[src/include/tcc_consts.vh]
`ifndef TCC_CONSTS_VH
`define TCC_CONSTS_VH

// Termination classes per CC line.
`define TCC_TERM_OPEN 2'h0
`define TCC_TERM_SINK 2'h1
`define TCC_TERM_CABLE 2'h2

// Current advertisement levels.
`define TCC_ADV_DEF 2'h0
`define TCC_ADV_1P5 2'h1
`define TCC_ADV_3P0 2'h2

// Connection report codes.
`define TCC_CONN_NONE 3'h0
`define TCC_CONN_SINK 3'h1
`define TCC_CONN_CABLE 3'h2
`define TCC_CONN_CABLE_SINK 3'h3
`define TCC_CONN_DEBUG 3'h4
`define TCC_CONN_AUDIO 3'h5
`define TCC_CONN_SOURCE 3'h6

// Sampled-level settling time.
`define TCC_SETTLE_NS 100
`define TCC_CLK_NS 10
`define TCC_SETTLE_CYC ((`TCC_SETTLE_NS + `TCC_CLK_NS - 1) / `TCC_CLK_NS)

// Default CC comparator thresholds, in ADC codes, per advertisement level and for fast role swap, then the 5 V current limit.
`define TCC_DET_DEF 10'h0266
`define TCC_DET_1P5 10'h0266
`define TCC_DET_3P0 10'h0333
`define TCC_CAB_DEF 10'h0033
`define TCC_CAB_1P5 10'h0066
`define TCC_CAB_3P0 10'h00CC
`define TCC_FRS_TH 10'h0080
`define TCC_ADV_SNK_1P5 10'h00C0
`define TCC_ADV_SNK_3P0 10'h0180
`define TCC_ILIM 10'h0300

`endif

[src/verilog/tcc_attach_detect.v]
`include "tcc_consts.vh"

module tcc_attach_detect #(
  parameter AW = 10
) (
  // Clock and reset.
  input wire clk,
  input wire rst_n,
  // Configuration from the core.
  input wire role_source,
  input wire [1:0] adv_sel,
  input wire frs_en,
  input wire frs_req,
  input wire use_trimmed,
  input wire tx_req,
  // Sampled CC line levels and port sensing.
  input wire [AW-1:0] cc_line_a,
  input wire [AW-1:0] cc_line_b,
  input wire vbus_present,
  input wire [AW-1:0] five_volt_current,
  // Analog controls.
  output reg attach_source_current_q,
  output reg trimmed_pulldown_q,
  output reg untrimmed_pulldown_q,
  output reg role_swap_pulldown_a_q,
  output reg role_swap_pulldown_b_q,
  output reg vbus_on_q,
  output reg vconn_a_q,
  output reg vconn_b_q,
  output reg five_volt_current_limit_q,
  output reg tx_oe_a_q,
  output reg tx_oe_b_q,
  // Status to the core.
  output reg [2:0] conn_state_q,
  output reg orient_b_q,
  output reg [1:0] partner_adv_q,
  output reg fast_role_swap_q,
  output reg role_is_source_q,
  output reg watch_a_q,
  output reg watch_b_q,
  output reg [AW-1:0] five_volt_current_q
);

  localparam [3:0] ST_IDLE = 4'b0001;
  localparam [3:0] ST_SRC = 4'b0010;
  localparam [3:0] ST_SNK = 4'b0100;
  localparam [3:0] ST_SWAP = 4'b1000;
  // Terminations must hold this long before they are trusted, so that a
  // plug that bounces on insertion cannot switch VBUS on early.
  localparam [7:0] SETTLE = `TCC_SETTLE_CYC;

  reg [3:0] st_q;
  reg [3:0] st_d;
  reg [7:0] cnt_q;
  reg [1:0] ta_q;
  reg [1:0] tb_q;
  reg [AW-1:0] det_th;
  reg [AW-1:0] cab_th;
  reg [1:0] ta;
  reg [1:0] tb;
  reg [2:0] conn_d;
  reg gone;
  reg frs_hit;

  ////////////////////////////////////////////////////////////////////////
  // Per-line classification against the selected thresholds.
  always @* begin
    case (adv_sel)
      `TCC_ADV_1P5: begin
        det_th = `TCC_DET_1P5;
        cab_th = `TCC_CAB_1P5;
      end
      `TCC_ADV_3P0: begin
        det_th = `TCC_DET_3P0;
        cab_th = `TCC_CAB_3P0;
      end
      default: begin
        det_th = `TCC_DET_DEF;
        cab_th = `TCC_CAB_DEF;
      end
    endcase
    // Each line is judged on its own.
    if (cc_line_a < cab_th)
      ta = `TCC_TERM_CABLE;
    else if (cc_line_a < det_th)
      ta = `TCC_TERM_SINK;
    else
      ta = `TCC_TERM_OPEN;
    if (cc_line_b < cab_th)
      tb = `TCC_TERM_CABLE;
    else if (cc_line_b < det_th)
      tb = `TCC_TERM_SINK;
    else
      tb = `TCC_TERM_OPEN;
  end

  ////////////////////////////////////////////////////////////////////////
  // Connection report from the settled pair of terminations.
  always @* begin
    conn_d = `TCC_CONN_NONE;
    if (ta_q == `TCC_TERM_SINK && tb_q == `TCC_TERM_SINK)
      conn_d = `TCC_CONN_DEBUG;
    else if (ta_q == `TCC_TERM_CABLE && tb_q == `TCC_TERM_CABLE)
      conn_d = `TCC_CONN_AUDIO;
    else if (ta_q == `TCC_TERM_SINK || tb_q == `TCC_TERM_SINK) begin
      if (ta_q == `TCC_TERM_CABLE || tb_q == `TCC_TERM_CABLE)
        conn_d = `TCC_CONN_CABLE_SINK;
      else
        conn_d = `TCC_CONN_SINK;
    end else if (ta_q != `TCC_TERM_OPEN || tb_q != `TCC_TERM_OPEN)
      conn_d = `TCC_CONN_CABLE;
    // Disconnect when the watched line rises to or above the detach level.
    gone = (watch_a_q && cc_line_a >= det_th) ||
           (watch_b_q && cc_line_b >= det_th);
  end

  ////////////////////////////////////////////////////////////////////////
  // Swap detection as sink: the source's pull-up collapses under VBUS.
  always @* begin
    frs_hit = frs_en && vbus_present &&
              conn_state_q == `TCC_CONN_SOURCE &&
              (orient_b_q ? cc_line_b : cc_line_a) < `TCC_FRS_TH;
  end

  ////////////////////////////////////////////////////////////////////////
  // Role state machine.
  always @* begin
    st_d = st_q;
    case (st_q)
      ST_IDLE: begin
        if (role_source)
          st_d = ST_SRC;
        else
          st_d = ST_SNK;
      end
      ST_SRC: begin
        // After a swap the port keeps sourcing until the core takes the role.
        if (!role_source && !fast_role_swap_q)
          st_d = ST_SNK;
        else if (frs_en && frs_req &&
                 conn_state_q == `TCC_CONN_SINK)
          st_d = ST_SWAP;
      end
      ST_SNK: begin
        if (frs_hit)
          st_d = ST_SRC;
        else if (role_source && !fast_role_swap_q)
          st_d = ST_SRC;
      end
      ST_SWAP: begin
        // The swap pulldown stays until the partner drops VBUS.
        if (!vbus_present)
          st_d = ST_SNK;
      end
      default: st_d = ST_IDLE;
    endcase
  end

  ////////////////////////////////////////////////////////////////////////
  // Registered state and outputs.
  always @(posedge clk or negedge rst_n) begin
    if (!rst_n) begin
      st_q <= ST_IDLE;
      cnt_q <= 8'h00;
      ta_q <= `TCC_TERM_OPEN;
      tb_q <= `TCC_TERM_OPEN;
      attach_source_current_q <= 1'b0;
      trimmed_pulldown_q <= 1'b0;
      untrimmed_pulldown_q <= 1'b1;
      role_swap_pulldown_a_q <= 1'b0;
      role_swap_pulldown_b_q <= 1'b0;
      vbus_on_q <= 1'b0;
      vconn_a_q <= 1'b0;
      vconn_b_q <= 1'b0;
      five_volt_current_limit_q <= 1'b0;
      tx_oe_a_q <= 1'b0;
      tx_oe_b_q <= 1'b0;
      conn_state_q <= `TCC_CONN_NONE;
      orient_b_q <= 1'b0;
      partner_adv_q <= `TCC_ADV_DEF;
      fast_role_swap_q <= 1'b0;
      role_is_source_q <= 1'b0;
      watch_a_q <= 1'b0;
      watch_b_q <= 1'b0;
      five_volt_current_q <= {AW{1'b0}};
    end else begin
      st_q <= st_d;
      five_volt_current_q <= five_volt_current;
      five_volt_current_limit_q <= (five_volt_current > `TCC_ILIM);
      // Dead-battery pulldown held until firmware asks for the trim.
      if (use_trimmed)
        untrimmed_pulldown_q <= 1'b0;
      // Only one end talks; driver stays Hi-Z otherwise.
      tx_oe_a_q <= tx_req && conn_state_q != `TCC_CONN_NONE &&
                   !orient_b_q;
      tx_oe_b_q <= tx_req && conn_state_q != `TCC_CONN_NONE &&
                   orient_b_q;
      // The core acknowledges a swap by taking the source role itself.
      if (role_source || (st_d == ST_SNK && st_q == ST_SRC))
        fast_role_swap_q <= 1'b0;
      // A detection in the same cycle wins over the clear.
      if (st_q == ST_SNK && frs_hit)
        fast_role_swap_q <= 1'b1;
      // Swap pulldown on the connected line only.
      role_swap_pulldown_a_q <= (st_d == ST_SWAP) && !orient_b_q;
      role_swap_pulldown_b_q <= (st_d == ST_SWAP) && orient_b_q;
      role_is_source_q <= (st_d == ST_SRC);
      attach_source_current_q <= (st_d == ST_SRC);
      trimmed_pulldown_q <= (st_d != ST_SRC) && !untrimmed_pulldown_q;
      if (st_q == ST_SRC) begin
        // Classifications must hold steady before they are used.
        if (ta == ta_q && tb == tb_q) begin
          if (cnt_q < SETTLE)
            cnt_q <= cnt_q + 8'h01;
        end else
          cnt_q <= 8'h00;
        ta_q <= ta;
        tb_q <= tb;
        if (conn_state_q == `TCC_CONN_SINK ||
            conn_state_q == `TCC_CONN_CABLE_SINK) begin
          if (gone) begin
            conn_state_q <= `TCC_CONN_NONE;
            vbus_on_q <= 1'b0;
            vconn_a_q <= 1'b0;
            vconn_b_q <= 1'b0;
            watch_a_q <= 1'b0;
            watch_b_q <= 1'b0;
            cnt_q <= 8'h00;
          end
        end else if (cnt_q == SETTLE) begin
          conn_state_q <= conn_d;
          vbus_on_q <= (conn_d == `TCC_CONN_SINK) ||
                       (conn_d == `TCC_CONN_CABLE_SINK);
          vconn_a_q <= (conn_d == `TCC_CONN_CABLE_SINK) &&
                       ta_q == `TCC_TERM_CABLE;
          vconn_b_q <= (conn_d == `TCC_CONN_CABLE_SINK) &&
                       tb_q == `TCC_TERM_CABLE;
          // Watch sink line, or both when unattached, cable only or accessory.
          watch_a_q <= ta_q == `TCC_TERM_SINK ||
                       conn_d != `TCC_CONN_SINK &&
                       conn_d != `TCC_CONN_CABLE_SINK;
          watch_b_q <= tb_q == `TCC_TERM_SINK ||
                       conn_d != `TCC_CONN_SINK &&
                       conn_d != `TCC_CONN_CABLE_SINK;
          if (conn_d == `TCC_CONN_SINK || conn_d == `TCC_CONN_CABLE_SINK)
            orient_b_q <= (tb_q == `TCC_TERM_SINK);
        end
      end else if (st_q == ST_SNK) begin
        cnt_q <= 8'h00;
        vbus_on_q <= 1'b0;
        vconn_a_q <= 1'b0;
        vconn_b_q <= 1'b0;
        watch_a_q <= 1'b0;
        watch_b_q <= 1'b0;
        if (vbus_present) begin
          conn_state_q <= `TCC_CONN_SOURCE;
          orient_b_q <= (cc_line_b > cc_line_a);
          if ((cc_line_a > cc_line_b ? cc_line_a : cc_line_b)
              >= `TCC_ADV_SNK_3P0)
            partner_adv_q <= `TCC_ADV_3P0;
          else if ((cc_line_a > cc_line_b ? cc_line_a : cc_line_b)
                   >= `TCC_ADV_SNK_1P5)
            partner_adv_q <= `TCC_ADV_1P5;
          else
            partner_adv_q <= `TCC_ADV_DEF;
        end else
          conn_state_q <= `TCC_CONN_NONE;
        // Leaving the sink role drops the source attach, so a stale
        // report never outlives the role that produced it.
        if (st_d == ST_SRC)
          conn_state_q <= `TCC_CONN_NONE;
      end else if (st_q == ST_SWAP) begin
        // The swap hands the role over: report nothing until resolved.
        conn_state_q <= `TCC_CONN_NONE;
        vbus_on_q <= 1'b0;
        vconn_a_q <= 1'b0;
        vconn_b_q <= 1'b0;
        watch_a_q <= 1'b0;
        watch_b_q <= 1'b0;
      end
    end
  end

endmodule
[config.mk]
export PLATFORM = sky130hd
export DESIGN_NAME = tcc_attach_detect
export DESIGN_NICKNAME = d
export VERILOG_FILES = /design/src/verilog/tcc_attach_detect.v
export VERILOG_INCLUDE_DIRS = /design/src /design/src/include
export SDC_FILE = /design/constraint.sdc
export NUM_CORES = 1
export LEC_CHECK = 0
export ABC_AREA = 1
export BUFFER_PORTS_ARGS = -buffer_cell sky130_fd_sc_hd__buf_4
export CORE_ASPECT_RATIO = 1.4
export CORE_MARGIN = 10
export CORE_UTILIZATION = 45
export CTS_CLUSTER_DIAMETER = 150
export DETAILED_ROUTE_END_ITERATION = 6
export HOLD_SLACK_MARGIN = 0.12
export PLACE_DENSITY = 0.69
export SLEW_MARGIN = 25
export SYNTH_ARGS = -nofsm -noshare
export SYNTH_HDL_FRONTEND = slang
export SYNTH_SLANG_ARGS = --single-unit
export TNS_END_PERCENT = 30
[constraint.sdc]
create_clock -name clk -period 2.36 [get_ports clk]
set_input_delay 0.354 -clock clk [delete_from_list [all_inputs] [get_ports clk]]
set_output_delay 0.354 -clock clk [all_outputs]
set_load 0.05 [all_outputs]
==> flow_metrics.tcl <==
set metrics [dict create \
    cts.sinks 46 \
    fin_skew_ps 3.71 \
    async_flop_share_pct 100 \
    cts-root-buf "clkbuf_8" \
    synth_ff_type "dfrtp_1" \
    grt_max_degree 47 \
    portBuffers 70 \
    grt_pass1_wl_um 16000 \
    slowest_delay_ps 330 \
    p_sw_w 0.00165 \
    synth_top_family_by_area "simple AND/OR/NAND/NOR gates" \
    synth.avg_cell_area_um2 7.03 \
    first_pass_iters 4 \
    design_area_um2 4220 \
    diodes 0 \
    worst_pin_slew_ps 568 \
    htreeDepth 2 \
    ant_nets 0 \
    finalSetupViolations 0 \
    netlist_top_cells_area "dfrtp_1 (32%), nand2_1 (17%), ha_1 (10%)" \
    rsz0062_at_grt "no" \
    synth_xor_area_share_pct 0.472 \
    p_comb_share_pct 52.4 \
    hp-class "primary input to flop" \
    synth_top_area_share_pct 32.0 \
    grtUsageTotal_pct 16.9 \
    post_cts_buffers 0 \
    endpoint_kind "flop" \
    antenna_found_initial 0 \
    die_w_um 93.9 \
    vdd_drop_max_mv 0.402 \
    max_cap_viol_count 0 \
    post-dp-hpwl_um 7820 \
    slew_headroom_pct 62.1 \
    cp-start-kind "primary input" \
    run_status "finished, final reports clean" \
    yosysUniqueCellTypes 37 \
    ios 71 \
    yosysMostFrequentCell "nand2_1" \
    final_core_util_pct 57.0 \
    netlist_area_um2 3440 \
    critPathMostFrequentCell "nand2_1" \
    yosysTopAreaCell "dfrtp_1" \
    postCtsHoldBufs 1 \
    yosys_warnings 0 \
    synth_compound_area_share_pct 9.04 \
    clock.fmax_mhz 508 \
    wl_um 9260 \
    clock_power_share_pct 14.1 \
    clkLatencyLatePin_ps 290 \
    seq_power_share_pct 33.5 \
    p_per_area_nw_per_um2 799 \
    synth_fa_ha_area_share_pct 10.2 \
    cp.arrival_ps 2160 \
    synth.area.mux_share_pct 0 \
    dpl_cell_area_um2 4120 \
    synth_cells 490 \
    switching_share_pct 48.8 \
    wl_per_cell_um 13.8 \
    rows 37 \
    via_count 3343 \
    die_area_um2 11600 \
    critPathMaxFanout 10 \
    period_share_pct 83.4 \
    synth_edf_count 0 \
    cp_cell_sequence "buf_4 -> inv_1 -> ha_1 -> inv_2 -> ha_1 -> nand2_1 -> inv_1 -> nand2_1 -> nor2_2 -> nand3_1 -> nand3_1 -> nand2_1 -> nand2_2 -> a21oi_1 -> nand3_1 -> nand2_1" \
    die_y_um 124 \
    drive_gt1_share_pct 22.3 \
    synth_fp_nets 558 \
    clockBufferDepth 2 \
    area_growth_pct 22.6 \
    synthTopCellsByCount "nand2_1 (159), inv_1 (64), dfrtp_1 (44), nor2_1 (44), nand3_1 (40)" \
    yosysSeqAreaShare_pct 33.5 \
    worstPathRequired_ps 2550 \
    viasPerCell 4.99 \
    tns_ps 0 \
    min_period_ps 1970 \
    gp_congestion 0.925 \
    grt_overflow 0 \
    initial_core_util_pct 46.5 \
    cts_resized 0 \
    core_um2 7410 \
    leakage_nw 2.33 \
    grt_pass1_vias 3401 \
    drt_iter0_drc 231 \
    nNetsFinal 640 \
    clk_pin_slew_ps 90 \
    cts_tree "done" \
    synthSimpleGateAreaFrac_pct 38.4 \
    internal_power_w 0.00173 \
    critical_path_class "primary input to flop" \
    final_max_slew_viol_count 0 \
    drcViolationCount 0 \
    cp_slowest_cell "ha_1" \
    numCtsBuffers 5 \
    final-hold-violation-count 0 \
    ys_seq_elements 46 \
]
logic make-up (layout without fill, tap and decap cells):
group                    Yosys count  after routing
AO/OA/AOI/OAI                     54             54
buffers and inverters             74            157
flip-flops                        46             46
AND/OR/NAND/NOR                  287            287
XOR/XNOR                           1              1
adder cells (fa/ha/maj)           28             28
area by class of cell:
class | instances | area (µm²)
Fill cell | 720 | 3180
Multi-Input combinational cell | 370 | 2000
Sequential cell | 46 | 1150
Timing Repair Buffer | 79 | 596
Inverter | 70 | 263
Tap cell | 97 | 121
Clock buffer | 5 | 68.8
Clock inverter | 3 | 21.3
layout by cell type, fill, tap and decap left out, drive strengths merged, types with 3 or more instances in the layout:
cell type / netlist / layout
nor4: 3 / 3
nand2: 172 / 172
buf: 3 / 78
inv: 70 / 70
nand4: 7 / 7
nor2: 57 / 57
a21oi: 20 / 20
dfrtp: 44 / 44
clkbuf: 1 / 5
nand3: 44 / 44
ha: 28 / 28
o21ai: 24 / 24
worst max-delay path: cells and delay by family:
kind                     cells  cell delay [ps]
AND/OR/NAND/NOR              9              860
adder cells (fa/ha/maj)      2              510
buffers and inverters        4              330
AO/OA/AOI/OAI                1               90
registers in the layout, summed over array words and instances (netlist names), 2 cells and up:
signal and flops:
conn_state_q 3, tb_q 2, five_volt_current_q 10, ta_q 2, cnt_q 8, st_q 4, partner_adv_q 2
routing by layer:
| metal | GRT usage [%] | vias to the layer above | share of wire [%] |
|---|---|---|---|
| met5 | 0 | - | 0 |
| met4 | 6.67 | 0 | 2.7 |
| met3 | 2.18 | 16 | 3.2 |
| li1 | - | 1728 | - |
| met2 | 33.1 | 72 | 55 |
| met1 | 17.4 | 1527 | 39 |
final timing paths:
path	to	slack [ps]	cells past startpoint	from
min reg2reg	untrimmed_pulldown_q	450	2	untrimmed_pulldown_q
min	untrimmed_pulldown_q	160	2	use_trimmed
max	cnt_q[2]	390	16	adv_sel[0]
min in group asynchronous	five_volt_current_q[3]	600	2	rst_n
max reg2reg	orient_b_q	680	8	tb_q[1]
max in group asynchronous	vconn_b_q	1380	2	rst_n
power groups by stage:
stage	sequential, W	combinational, W	clock [W]
floorplan	0.00145	0.000918	0
global placement	0.00114	0.00176	0
detailed placement	0.00115	0.00178	0
CTS	0.00114	0.00179	0.000495
global route	0.00116	0.00196	0.000521
finish	0.00113	0.00177	0.000476
metrics by stage:
step                total power (W)  hold WS, ps  std cells  setup WS [ps]
floorplan                   0.00237         58.4        490            208
global placement            0.00290          389        661            126
detailed placement          0.00293          393        661           69.1
CTS                         0.00342          156        670            387
global route                0.00364          152        670            152
finish                      0.00338          164        670            393
No activity file was read; power rests on OpenSTA's default activity.
